### src/hw/cad_pkg.sv
// Constants, opcodes and types shared by the arithmetic decode core
package cad_pkg;
	localparam logic [7:0] OP_PREFIX = 8'h9E;
	localparam logic [7:0] OP_SP_ADJ = 8'hA7;
	localparam logic [7:0] OP_HX_ADJ = 8'hAF;
	localparam logic [7:0] OP_BR_CC = 8'h24;
	localparam logic [3:0] LO_ADC = 4'h9;
	localparam logic [3:0] LO_ADD = 4'hB;
	localparam logic [3:0] LO_AND = 4'h4;
	localparam logic [3:0] LO_SHL = 4'h8;
	localparam logic [3:0] LO_SHR = 4'h7;
	localparam logic [3:0] HI_LIT = 4'hA;
	localparam logic [3:0] HI_DIR = 4'hB;
	localparam logic [3:0] HI_LONG = 4'hC;
	localparam logic [3:0] HI_HX16 = 4'hD;
	localparam logic [3:0] HI_HX8 = 4'hE;
	localparam logic [3:0] HI_HX = 4'hF;
	localparam logic [3:0] SH_DIR = 4'h3;
	localparam logic [3:0] SH_A = 4'h4;
	localparam logic [3:0] SH_X = 4'h5;
	localparam logic [3:0] SH_HX8 = 4'h6;
	localparam logic [3:0] SH_HX = 4'h7;
	localparam int FLG_V = 7;
	localparam int FLG_H = 4;
	localparam int FLG_I = 3;
	localparam int FLG_N = 2;
	localparam int FLG_Z = 1;
	localparam int FLG_C = 0;
	localparam int CTRL_RUN = 0;
	localparam int CTRL_ILL = 1;
	localparam logic [7:0] ZERO_PAGE = 8'h00;
	localparam logic [7:0] FLAGS_RST = 8'h00;
	localparam logic [15:0] SP_RST = 16'h00FF;
	localparam logic [15:0] PC_STEP = 16'h0001;
	localparam logic [7:0] REG_FLAGS = 8'h00;
	localparam logic [7:0] REG_CTRL = 8'h04;
	localparam logic [7:0] REG_START = 8'h08;
	localparam logic [7:0] REG_ACCIDX = 8'h0C;
	localparam logic [7:0] REG_PCSP = 8'h10;
	localparam logic [1:0] RESP_OKAY = 2'h0;
	localparam logic [1:0] RESP_SLVERR = 2'h2;
	typedef enum logic [2:0] {S_IDLE = 3'b000, S_FETCH = 3'b001,
		S_DECODE = 3'b010, S_BYTE1 = 3'b011, S_BYTE2 = 3'b100,
		S_EXEC = 3'b101} cad_state_e;
	// shift_left_op also serves as logical_left_shift_op
	typedef enum logic [3:0] {illegal_op = 4'h0, adc_op = 4'h1,
		add_op = 4'h2, and_op = 4'h3, shift_left_op = 4'h4,
		shift_right_signed_op = 4'h5, branch_carry_clear_op = 4'h6,
		stack_adjust_op = 4'h7, index_adjust_op = 4'h8} cad_cls_e;
	typedef enum logic [3:0] {no_operand_mode = 4'h0,
		no_operand_x_mode = 4'h1, literal_operand_mode = 4'h2,
		zero_page_mode = 4'h3, long_address_mode = 4'h4,
		index_plain_mode = 4'h5, index_short_offset_mode = 4'h6,
		index_long_offset_mode = 4'h7, stack_short_offset_mode = 4'h8,
		stack_long_offset_mode = 4'h9, relative_mode = 4'hA} cad_mode_e;
	typedef struct packed {
		cad_cls_e cls;
		cad_mode_e mode;
	} cad_dec_s;
endpackage
### src/hw/cad_core.sv
// Arithmetic decode and execute core with AXI4-Lite register access
//
// Overview of operation
// - Flags byte: V bit7, H bit4, I bit3, N bit2, Z bit1, C bit0.
// - Carry is carry out of bit 7; borrow for subtraction.
// - 16-bit memory values: high byte at lower address, low next.
// - Zero-page address is operand byte with high byte forced zero.
// - Branch target is next address plus sign-extended 8-bit offset.
// - Post-increment indexed modes exist only for compare-branch and copy.
// - Indexed address is index pair plus none, 8-bit or 16-bit offset.
// - Stack-relative address is stack pointer plus 8 or 16-bit offset.
// - Two-byte operands follow the opcode high byte first.
// - Long-address operand is a full 64-Kbyte address.
// - Add with carry: A+M+C, updates V H N Z C, keeps I.
// - Add: A+M without carry, updates V H N Z C, keeps I.
// - Stack and index adjust add sign-extended byte, no flag change.
// - AND: A&M, clears V, updates N Z, keeps H I C.
// - Left shift opcodes 38,48,58,68,78,9E68; updates V N Z C.
// - Right shift opcodes 37,47,57,67,77,9E67; updates V N Z C.
// - Branch on carry clear, opcode 24, no flag change, 3 cycles.
`timescale 1ns/10ps
module cad_core
	import cad_pkg::*;
(
	input wire logic sys_clk_in,
	input wire logic rst_in,
	input wire logic ce_in,
	input wire logic [7:0] s_axi_awaddr_in,
	input wire logic s_axi_awvalid_in,
	output logic s_axi_awready_out,
	input wire logic [31:0] s_axi_wdata_in,
	input wire logic [3:0] s_axi_wstrb_in,
	input wire logic s_axi_wvalid_in,
	output logic s_axi_wready_out,
	output logic [1:0] s_axi_bresp_out,
	output logic s_axi_bvalid_out,
	input wire logic s_axi_bready_in,
	input wire logic [7:0] s_axi_araddr_in,
	input wire logic s_axi_arvalid_in,
	output logic s_axi_arready_out,
	output logic [31:0] s_axi_rdata_out,
	output logic [1:0] s_axi_rresp_out,
	output logic s_axi_rvalid_out,
	input wire logic s_axi_rready_in,
	output logic [15:0] mem_addr_out,
	output logic mem_rd_out,
	output logic mem_wr_out,
	output logic [7:0] mem_wdata_out,
	input wire logic [7:0] mem_rdata_in
);
	typedef struct packed {
		cad_state_e st;
		logic pre;
		logic [7:0] op;
		logic [7:0] b1;
		logic [15:0] ea;
		logic [15:0] pc;
		logic [15:0] sp;
		logic [15:0] hx;
		logic [7:0] acc;
		logic [7:0] flags;
		logic [15:0] mem_addr;
		logic mem_rd;
		logic mem_wr;
		logic [7:0] mem_wdata;
		logic run;
		logic illegal;
		logic [15:0] start_pc;
		logic aw_held;
		logic [7:0] aw_addr;
		logic w_held;
		logic [31:0] w_data;
		logic [3:0] w_strb;
		logic bvalid;
		logic [1:0] bresp;
		logic rvalid;
		logic [31:0] rdata;
		logic [1:0] rresp;
	} cad_state_s;

	cad_state_s s;
	cad_state_s n;
	cad_dec_s dec;
	logic [15:0] res;
	logic [7:0] opnd;
	logic [7:0] op_src;

	// Opcode to class and operand mode; unknown codes fall to illegal
	function automatic cad_dec_s decode(input logic pre,
		input logic [7:0] op);
		logic [3:0] hi;
		logic [3:0] lo;
		hi = op[7:4];
		lo = op[3:0];
		decode.cls = illegal_op;
		decode.mode = no_operand_mode;
		if (!pre && op == OP_SP_ADJ)
		begin
			decode.cls = stack_adjust_op;
			decode.mode = literal_operand_mode;
		end
		else if (!pre && op == OP_HX_ADJ)
		begin
			decode.cls = index_adjust_op;
			decode.mode = literal_operand_mode;
		end
		else if (!pre && op == OP_BR_CC)
		begin
			decode.cls = branch_carry_clear_op;
			decode.mode = relative_mode;
		end
		else if (lo == LO_ADC || lo == LO_ADD || lo == LO_AND)
		begin
			decode.cls = (lo == LO_ADC) ? adc_op :
				((lo == LO_ADD) ? add_op : and_op);
			if (!pre)
			begin
				case (hi)
					HI_LIT: decode.mode = literal_operand_mode;
					HI_DIR: decode.mode = zero_page_mode;
					HI_LONG: decode.mode = long_address_mode;
					HI_HX16: decode.mode = index_long_offset_mode;
					HI_HX8: decode.mode = index_short_offset_mode;
					HI_HX: decode.mode = index_plain_mode;
					default: decode.cls = illegal_op;
				endcase
			end
			else if (hi == HI_HX16)
				decode.mode = stack_long_offset_mode;
			else if (hi == HI_HX8)
				decode.mode = stack_short_offset_mode;
			else
				decode.cls = illegal_op;
		end
		else if (lo == LO_SHL || lo == LO_SHR)
		begin
			decode.cls = (lo == LO_SHL) ? shift_left_op :
				shift_right_signed_op;
			if (!pre)
			begin
				case (hi)
					SH_DIR: decode.mode = zero_page_mode;
					SH_A: decode.mode = no_operand_mode;
					SH_X: decode.mode = no_operand_x_mode;
					SH_HX8: decode.mode = index_short_offset_mode;
					SH_HX: decode.mode = index_plain_mode;
					default: decode.cls = illegal_op;
				endcase
			end
			else if (hi == SH_HX8)
				decode.mode = stack_short_offset_mode;
			else
				decode.cls = illegal_op;
		end
		// Post-increment modes are never decoded here
	endfunction

	// Result and new flags; H and I pass through unless the class sets them
	function automatic logic [15:0] alu(input cad_cls_e cls,
		input logic [7:0] a, input logic [7:0] m, input logic [7:0] f);
		logic [8:0] sum;
		logic [4:0] half;
		logic [7:0] r;
		logic [7:0] g;
		logic cin;
		cin = (cls == adc_op) ? f[FLG_C] : 1'b0;
		sum = {1'b0, a} + {1'b0, m} + {8'h00, cin};
		half = {1'b0, a[3:0]} + {1'b0, m[3:0]} + {4'h0, cin};
		g = f;
		r = a;
		case (cls)
			adc_op, add_op:
			begin
				r = sum[7:0];
				g[FLG_H] = half[4];
				g[FLG_V] = (a[7] == m[7]) && (r[7] != a[7]);
				g[FLG_C] = sum[8];
			end
			and_op:
			begin
				r = a & m;
				g[FLG_V] = 1'b0;
			end
			shift_left_op:
			begin
				r = {m[6:0], 1'b0};
				g[FLG_C] = m[7];
			end
			shift_right_signed_op:
			begin
				r = {m[7], m[7:1]};
				g[FLG_C] = m[0];
			end
			default: r = a;
		endcase
		if (cls == shift_left_op || cls == shift_right_signed_op)
			g[FLG_V] = r[7] ^ g[FLG_C];
		if (cls != illegal_op)
		begin
			g[FLG_N] = r[7];
			g[FLG_Z] = (r == 8'h00);
		end
		alu = {g, r};
	endfunction

	// Handshakes are combinational from held state
	assign s_axi_awready_out = !s.aw_held && !s.bvalid;
	assign s_axi_wready_out = !s.w_held && !s.bvalid;
	assign s_axi_arready_out = !s.rvalid;
	assign s_axi_bvalid_out = s.bvalid;
	assign s_axi_bresp_out = s.bresp;
	assign s_axi_rvalid_out = s.rvalid;
	assign s_axi_rdata_out = s.rdata;
	assign s_axi_rresp_out = s.rresp;
	assign mem_addr_out = s.mem_addr;
	assign mem_rd_out = s.mem_rd;
	assign mem_wr_out = s.mem_wr;
	assign mem_wdata_out = s.mem_wdata;

	// Operand source: register for inherent shifts, else the data bus
	assign op_src = (s.st == S_DECODE) ? mem_rdata_in : s.op;
	assign dec = decode(s.pre, op_src);
	assign opnd = (dec.mode == no_operand_x_mode) ? s.hx[7:0] :
		((dec.mode == no_operand_mode) ? s.acc : mem_rdata_in);
	assign res = alu(dec.cls, s.acc, opnd, s.flags);

	// Bus slave first, core second, so core flag and halt updates win
	always_comb
	begin
		n = s;
		n.mem_rd = 1'b0;
		n.mem_wr = 1'b0;
		if (s_axi_awvalid_in && s_axi_awready_out)
		begin
			n.aw_held = 1'b1;
			n.aw_addr = s_axi_awaddr_in;
		end
		if (s_axi_wvalid_in && s_axi_wready_out)
		begin
			n.w_held = 1'b1;
			n.w_data = s_axi_wdata_in;
			n.w_strb = s_axi_wstrb_in;
		end
		if (s.aw_held && s.w_held)
		begin
			n.aw_held = 1'b0;
			n.w_held = 1'b0;
			n.bvalid = 1'b1;
			n.bresp = RESP_OKAY;
			case ({s.aw_addr[7:2], 2'b00})
				REG_FLAGS: if (s.w_strb[0]) n.flags = s.w_data[7:0];
				REG_CTRL:
				begin
					if (s.w_strb[0])
					begin
						n.run = s.w_data[CTRL_RUN];
						if (s.w_data[CTRL_ILL])
							n.illegal = 1'b0;
					end
				end
				REG_START:
				begin
					if (s.w_strb[0]) n.start_pc[7:0] = s.w_data[7:0];
					if (s.w_strb[1]) n.start_pc[15:8] = s.w_data[15:8];
				end
				REG_ACCIDX, REG_PCSP: n.bresp = RESP_OKAY;
				default: n.bresp = RESP_SLVERR;
			endcase
		end
		if (s.bvalid && s_axi_bready_in)
			n.bvalid = 1'b0;
		if (s.rvalid && s_axi_rready_in)
			n.rvalid = 1'b0;
		if (s_axi_arvalid_in && s_axi_arready_out)
		begin
			n.rvalid = 1'b1;
			n.rresp = RESP_OKAY;
			n.rdata = 32'h0000_0000;
			case ({s_axi_araddr_in[7:2], 2'b00})
				REG_FLAGS: n.rdata[7:0] = s.flags;
				REG_CTRL: n.rdata[CTRL_ILL:CTRL_RUN] = {s.illegal, s.run};
				REG_START: n.rdata[15:0] = s.start_pc;
				REG_ACCIDX: n.rdata[23:0] = {s.hx, s.acc};
				REG_PCSP: n.rdata = {s.sp, s.pc};
				default: n.rresp = RESP_SLVERR;
			endcase
		end
		// Instruction sequencer; requests on pins one cycle after set
		case (s.st)
			S_IDLE:
			begin
				n.pre = 1'b0;
				if (s.run)
				begin
					n.pc = s.start_pc;
					n.st = S_FETCH;
				end
			end
			S_FETCH:
			begin
				if (!s.run && !s.pre)
					n.st = S_IDLE;
				else
				begin
					n.mem_addr = s.pc;
					n.mem_rd = 1'b1;
					n.pc = s.pc + PC_STEP;
					n.st = S_DECODE;
				end
			end
			S_DECODE:
			begin
				n.op = mem_rdata_in;
				n.st = S_FETCH;
				if (!s.pre && mem_rdata_in == OP_PREFIX)
					n.pre = 1'b1;
				else if (dec.cls == illegal_op)
				begin
					n.run = 1'b0;
					n.illegal = 1'b1;
					n.st = S_IDLE;
				end
				else if (dec.mode == no_operand_mode)
				begin
					{n.flags, n.acc} = res;
					n.pre = 1'b0;
				end
				else if (dec.mode == no_operand_x_mode)
				begin
					{n.flags, n.hx[7:0]} = res;
					n.pre = 1'b0;
				end
				else if (dec.mode == index_plain_mode)
				begin
					n.ea = s.hx;
					n.mem_addr = s.hx;
					n.mem_rd = 1'b1;
					n.st = S_EXEC;
				end
				else
				begin
					n.mem_addr = s.pc;
					n.mem_rd = 1'b1;
					n.pc = s.pc + PC_STEP;
					n.st = S_BYTE1;
				end
			end
			S_BYTE1:
			begin
				n.b1 = mem_rdata_in;
				n.mem_rd = 1'b1;
				n.st = S_EXEC;
				case (dec.mode)
					literal_operand_mode:
					begin
						n.mem_rd = 1'b0;
						n.st = S_FETCH;
						n.pre = 1'b0;
						if (dec.cls == stack_adjust_op)
							n.sp = s.sp + {{8{mem_rdata_in[7]}}, mem_rdata_in};
						else if (dec.cls == index_adjust_op)
							n.hx = s.hx + {{8{mem_rdata_in[7]}}, mem_rdata_in};
						else
							{n.flags, n.acc} = res;
					end
					relative_mode:
					begin
						n.mem_rd = 1'b0;
						n.st = S_FETCH;
						n.pre = 1'b0;
						if (!s.flags[FLG_C])
							n.pc = s.pc + {{8{mem_rdata_in[7]}}, mem_rdata_in};
					end
					zero_page_mode: n.ea = {ZERO_PAGE, mem_rdata_in};
					index_short_offset_mode:
						n.ea = s.hx + {8'h00, mem_rdata_in};
					stack_short_offset_mode:
						n.ea = s.sp + {8'h00, mem_rdata_in};
					default:
					begin
						n.ea = s.pc;
						n.pc = s.pc + PC_STEP;
						n.st = S_BYTE2;
					end
				endcase
				n.mem_addr = n.ea;
			end
			S_BYTE2:
			begin
				// High byte came first, low byte is on the bus now
				n.ea = {s.b1, mem_rdata_in};
				if (dec.mode == index_long_offset_mode)
					n.ea = s.hx + {s.b1, mem_rdata_in};
				else if (dec.mode == stack_long_offset_mode)
					n.ea = s.sp + {s.b1, mem_rdata_in};
				n.mem_addr = n.ea;
				n.mem_rd = 1'b1;
				n.st = S_EXEC;
			end
			S_EXEC:
			begin
				n.flags = res[15:8];
				n.pre = 1'b0;
				n.st = S_FETCH;
				if (dec.cls == shift_left_op || dec.cls == shift_right_signed_op)
				begin
					n.mem_addr = s.ea; // Read-modify-write in place
					n.mem_wr = 1'b1;
					n.mem_wdata = res[7:0];
				end
				else
					n.acc = res[7:0];
			end
			default: n.st = S_IDLE;
		endcase
	end

	// Clock enable freezes every bit, bus slave included
	always_ff @(posedge sys_clk_in or posedge rst_in)
	begin
		if (rst_in)
		begin
			s <= '0;
			s.st <= S_IDLE;
			s.sp <= SP_RST;
			s.flags <= FLAGS_RST;
		end
		else if (ce_in)
			s <= n;
	end
endmodule

### config.mk
export PLATFORM = sky130hd
export DESIGN_NAME = cad_core
export DESIGN_NICKNAME = d
export VERILOG_FILES = /design/src/hw/cad_pkg.sv /design/src/hw/cad_core.sv
export SDC_FILE = /design/constraint.sdc
export NUM_CORES = 1
export LEC_CHECK = 0
export ABC_CLOCK_PERIOD_IN_PS = 8500
export BUFFER_PORTS_ARGS = -buffer_cell sky130_fd_sc_hd__buf_2
export CAP_MARGIN = 10
export CORE_ASPECT_RATIO = 0.5
export CORE_UTILIZATION = 35
export DETAILED_ROUTE_END_ITERATION = 8
export PLACE_DENSITY = 0.52
export RECOVER_POWER = 25
export SETUP_SLACK_MARGIN = 0.5
export SLEW_MARGIN = 20
export SYNTH_ARGS = -nofsm -noshare
export SYNTH_HDL_FRONTEND = slang
export SYNTH_SLANG_ARGS = --single-unit
### constraint.sdc
create_clock -name sys_clk_in -period 8.5 [get_ports sys_clk_in]
set_clock_uncertainty 0.15 [all_clocks]
set_input_delay 0.85 -clock sys_clk_in [delete_from_list [all_inputs] [get_ports sys_clk_in]]
set_output_delay 0.85 -clock sys_clk_in [all_outputs]
set_load 0.02 [all_outputs]
Yosys cells after proc, flatten, opt, wreduce, memory -nomap -nowiden
Cells that the tools add are included.

Input port bits: 68. ROM bits: 0. Latch bits: 0. Memory bits (writable): 0. Register bits: 228. Memories: 0.

Order comparisons: 0. $add $sub $neg: 12. Divide/modulo/power cells: 0. Eq/ne operators: 75. Bitwise logic cells: 4. Reductions and logical operators: 72. Multiply operators: 0. Multiplexer cells: 111. Shift-type cells: 0.

Operator list (count): 8-bit two-way mux (23); 16-bit two-way mux (10); 32-bit two-way mux (4); 16-bit one-hot mux with 4 select lines (2); 16-bit one-hot mux with 3 select lines (2); 41-bit two-way mux (2); 16-bit adder (5); 16-bit one-hot mux with 5 select lines (1); 17-bit two-way mux (4); 4-bit equality test (second input constant) (13); 4-bit by 3-bit equality test with 1-bit output (second input constant) (12); 24-bit two-way mux (2); 37-bit two-way mux (1); 3-bit one-hot mux with 6 select lines (2); 35-bit two-way mux (1); 16-bit by 8-bit adder with 16-bit output (2); 16-bit one-hot mux with 2 select lines (1); 8-bit one-hot mux with 2 select lines (2); 8-bit one-hot mux with 4 select lines (1); 2-bit != test (second input constant) (14); 3-bit two-way mux (9); 9-bit two-way mux (3); 6-bit by 2-bit equality test with 1-bit output (second input constant) (4); 8-bit equality test (second input constant) (3); 58 further kinds (151).

Logic depth before layout (Yosys ltp)
Depth after elaboration: 26. Depth in mapped cells: 24.

Least setup slack after synthesis
No wires, ideal clock.

Path type: input-to-reg. From: input mem_rdata_in[1]. To: register s[150] in the netlist's numbering. Path slack: 2.860 ns. Path buffers: 2. Stages: 20. Library setup time: 0.125 ns. Arrival: 5.366 ns. Cells stage by stage: buf_2 nor4b_2 o211ai_1 a2111oi_2 a211oi_4 and3_1 buf_2 a22oi_1 a21oi_1 fa_1 fa_1 a21o_1 a21o_1 a21o_1 a21oi_1 xnor2_1 a22o_1 o32ai_1 o2bb2ai_1 mux2_2.

Word-level cells in the longest chain between the ends: 20. Elaborated cells on any way between the ends: 68. Classes of those cells: add/sub: 3; eq/ne: 25; mux: 28; bitwise: 1; reduce/logical: 11.

RTL lines: from (decl) (RTL line cad_core.sv:49) `input wire logic [7:0] mem_rdata_in`; branches (longest 20 deep; another with 8-bit by 8-bit adder with 9-bit output); to (signal assigned) (RTL line cad_core.sv:429) `s <= n;`; to (decl) (RTL line cad_core.sv:81) `cad_state_s s;`.

Several ways; the timed one is not identified. The select of a mux whose other input is x is not followed. A chain may end at the register's enable or synchronous reset.

Final worst setup path
From: register s[225] in the netlist's numbering. To: register s[150] in the netlist's numbering.

Word-level cells in the longest chain between the ends: 21. Elaborated cells on any way between the ends: 83. Classes of those cells: add/sub: 2; eq/ne: 37; mux: 30; bitwise: 1; reduce/logical: 13.

RTL lines: 3-bit by 2-bit equality test with 1-bit output (RTL line cad_core.sv:221, cad_core.sv:289); 8-bit two-way mux; 4-bit by 3-bit equality test with 1-bit output (tied with other cells) (RTL line cad_core.sv:141) `case (hi)`; 3-bit one-hot mux with 4 select lines (tied with other cells) (RTL line cad_core.sv:141); 8-bit two-way mux (tied with other cells) (RTL line cad_core.sv:139) `if (!pre)`; 8-bit two-way mux (tied with other cells) (RTL line cad_core.sv:135) `else if (lo == LO_SHL || lo == LO_SHR)`; 8-bit two-way mux / 4-bit two-way mux (equally long branches) (RTL line cad_core.sv:112, cad_core.sv:128); 8-bit two-way mux, on equally long branches (RTL line cad_core.sv:107, cad_core.sv:116); [5 not listed]; 8-bit by 8-bit adder with 9-bit output / 1-bit two-way mux (equally long branches) (RTL line cad_core.sv:167, cad_core.sv:166); 9-bit by 1-bit adder with 9-bit output (RTL line cad_core.sv:167) `sum = {1'b0, a} + {1'b0, m} + {8'h00, cin};`; 8-bit one-hot mux with 4 select lines (RTL line cad_core.sv:171) `case (cls)`; 8-bit two-way mux (RTL line cad_core.sv:328) `else if (dec.mode == no_operand_x_mode)`; 8-bit two-way mux (RTL line cad_core.sv:323) `else if (dec.mode == no_operand_mode)`; 41-bit two-way mux (RTL line cad_core.sv:317) `else if (dec.cls == illegal_op)`; 41-bit two-way mux (RTL line cad_core.sv:315) `if (!s.pre && mem_rdata_in == OP_PREFIX)`; 8-bit one-hot mux with 2 select lines (RTL line cad_core.sv:289) `case (s.st)`.

Several ways; a longest one is shown, not always the timed one. The select of a mux whose other input is x is not followed.

==> metrics.cfg <==
[status]
outcome=finished, violations left
violations=max-capacitance violations, max-slew violations

[placed_design]
finalWeightedCongestion=0.900
numPortBuffers=110
hpwl_mm=41.1

[synth]
synth-async-reset-ratio_pct=100
ys.flop_type=dfrtp_1
yosys.area.top_type=dfrtp_1
synthCells=1875
mappedNetlistArea_um2=16300
synth.avg_cell_area_um2=8.71
synth_seq_cells=206
yosysTopAreaCellShare_pct=30.3
synth_cell_types=104
synth_most_common_cell=nand2_1
synthTopCellsByArea=dfrtp_1 30%, ha_1 5.8%, mux2_2 5.2%
yosysWarnings=0
ys_seq_area_share_pct=31.6
synth_commonest_cells=223 x nand2_1, 198 x dfrtp_1, 150 x o21ai_0
synth_edf_count=0

[critical_path]
worstPathCellList=buf_4 -> or3b_1 -> buf_4 -> mux2i_4 -> o211a_4 -> nor4_4 -> nand4_2 -> a22oi_1 -> a21oi_1 -> fa_1 -> fa_1 -> a21o_1 -> a21o_1 -> a21o_1 -> a21oi_1 -> xnor2_1 -> a22o_1 -> o32ai_1 -> o2bb2ai_1 -> mux2_2
critPathKind=reg2reg
worstPathArrival_ns=7.24
worst_setup_path_start_kind=flip-flop
slowest_delay_ns=0.64
path_delay_family=compound AO/OA/AOI/OAI gates
regToRegSetupSlack_ns=1.54
cp.required_ns=8.78
r2r-end=s[150]
timing.rr.start=s[225]
cpMostUsedCell=a21o_1
slowest_stage=or3b_1
critPathMaxFanout=22
critical_path_buf_inv_count=2
reg2reg_depth=20
endpoint_kind=flip-flop

[worst_hold_path]
min_to=s_axi_rdata_out[29]
hold_depth=2
min_path_type=reg2reg
min_from=s_axi_rdata_out[29]

[final_layout]
diodes=0
final_layout_size_suffix_gt1_share_pct=16.9
fillCellCount=4736
multi_input_area_um2=10100
areaGrowthSynthToFinish_pct=9.19
ff_latch_area_um2=5160
num-nets-final=2011

[routing]
via_per_inst=5.90
wirelength_mm=56.8
drt_pass1_iterations=6
ant_nets=0
wl_per_cell_um=22.7
dr.first_iter.drc_count=1457
drc=0
vias=14800

[power]
pwr-share-comb_pct=44.9
p_sw_share_pct=44.6
power_density_nw_per_um2=288
p_int_uw=2850
p_switching_uw=2290
leakage_uw=0.00775
vdd_drop_max_mv=0.161
seqPwrFrac_pct=33.0
power.share.clock_pct=22.1

[sta]
min_period_ns=6.96
slew_headroom_pct=-202
hold_ws_ns=0.322
tns_ns=0
worstMarginPinSlew_ns=4.51
finalSetupViolations=0
rsz0062_at_grt=false
fin_crit_sh_pct=81.9
hold_viol_final=0
clock.fmax_mhz=144
drv_slew=250

[global_routing]
grtUsageTotal_pct=23.6
grt_overflow=0
grt_max_degree=100
grt_pass1_vias=13800
grt_pass1_wl_mm=86.5
antenna_found_initial=0

[clock_network]
cts_tree=yes
cts_resized=0
ctsHoldBuffers=0
cts.sinks=206
postCtsSetupBuffers=0
clock_latency_ns=0.55
cts.reportedPaths.clkPinSlew_ns=0.07
clk_path_buf_depth=3
numCtsBuffers=23
htree_levels=1
root_buffer=clkbuf_16

[die]
core_um2=45600
fp.dieH_um=155
ioPinCount=135
rows=55
die-area_um2=47600
initial_core_util_pct=35.8
fp.dieW_um=308

[run]
max_cap_violations=4

## layer usage
metal  track usage [%]  up-vias  part of all wire (%)
met4              4.62        0                   1.8
met3              3.30       61                   6.9
met1              34.9     7306                    48
met5                 0        -                     0
li1                  -     6914                     -
met2              36.4      501                    44
## how the worst max path moves through the flow
stage | start | endpoint | depth (start not counted)
2_1_floorplan | rst_in | mem_addr_out[0] | 1
3_3_place_gp | mem_rdata_in[7] | s[150] | 19
3_5_place_dp | mem_rdata_in[7] | s[150] | 19
4_1_cts | s[225] | s[150] | 20
5_1_grt | rst_in | s[169] | 3
6_report | s[225] | s[150] | 20
## logic make-up after synthesis
logic type | after synthesis | share of synthesized area, %
AO/OA/AOI/OAI | 606 | 26.1
buffers and inverters | 220 | 6.74
AND/OR/NAND/NOR | 567 | 17.0
multiplexers | 103 | 7.15
XOR/XNOR | 90 | 4.83
other | 1 | 0.0230
adder cells (fa/ha/maj) | 82 | 6.56
flip-flops | 206 | 31.6
## sequential cells by signal, summed over array words and instances, names as in the netlist
register	cells
mem_addr_out	16
mem_rd_out	1
mem_wdata_out	8
mem_wr_out	1
res	3
s	141
s_axi_bresp_out	1
s_axi_bvalid_out	1
s_axi_rdata_out	32
s_axi_rresp_out	1
s_axi_rvalid_out	1
## worst register-to-register path, delay by kind of cell (launching register included)
kind	cells	cell delay, ns
compound gates	10	2.63
mux	2	0.53
simple gates	3	1.63
buf+inv	2	0.53
flops	1	0.36
fa+ha+maj	2	0.92
xor+xnor	1	0.10
## power groups by stage
| stage | logic (uW) | registers, uW | clock network [uW] |
|---|---|---|---|
| global placement | 2250 | 1700 | 0 |
| finish | 2300 | 1690 | 1140 |
| global route | 2530 | 1730 | 1200 |
| CTS | 2280 | 1680 | 1160 |
| detailed placement | 2270 | 1700 | 0 |
| floorplan | 1880 | 1440 | 0 |
## cells in the final DEF (no fill, tap or decap), types with 31 or more instances in the layout
| master | n |
|---|---|
| nand2_1 | 223 |
| dfrtp_1 | 198 |
| o21ai_0 | 150 |
| nor2_1 | 124 |
| buf_2 | 109 |
| a21oi_1 | 102 |
| mux2_2 | 76 |
| ha_1 | 76 |
| xnor2_1 | 54 |
| nand3_1 | 49 |
| xor2_1 | 36 |
| a31oi_1 | 35 |
| inv_1 | 35 |
| a22o_1 | 32 |
| a222oi_1 | 31 |
## layout make-up
type | count | share of cell area [%]
Multi-Input combinational cell | 1450 | 56.8
Sequential cell | 206 | 29.0
Tap cell | 627 | 4.40
Timing Repair Buffer | 142 | 4.38
Clock buffer | 29 | 3.63
Clock inverter | 12 | 1.02
Inverter | 38 | 0.807
## stage by stage
step / utilization [%] / worst slack [ns] / power, uW / instance area [um^2] / cells
2_1_floorplan: - / 1.89 / 3320 / 16300 / 1876
3_3_place_gp: 37.3 / 1.57 / 3950 / 17000 / 2463
3_5_place_dp: 37.3 / 1.54 / 3970 / 17000 / 2463
4_1_cts: 39.1 / 1.64 / 5130 / 17900 / 2504
5_1_grt: 39.1 / 1.08 / 5460 / 17800 / 2504
6_report: 39.1 / 1.54 / 5130 / 17800 / 2504
Power figures use the tool's default switching activity.
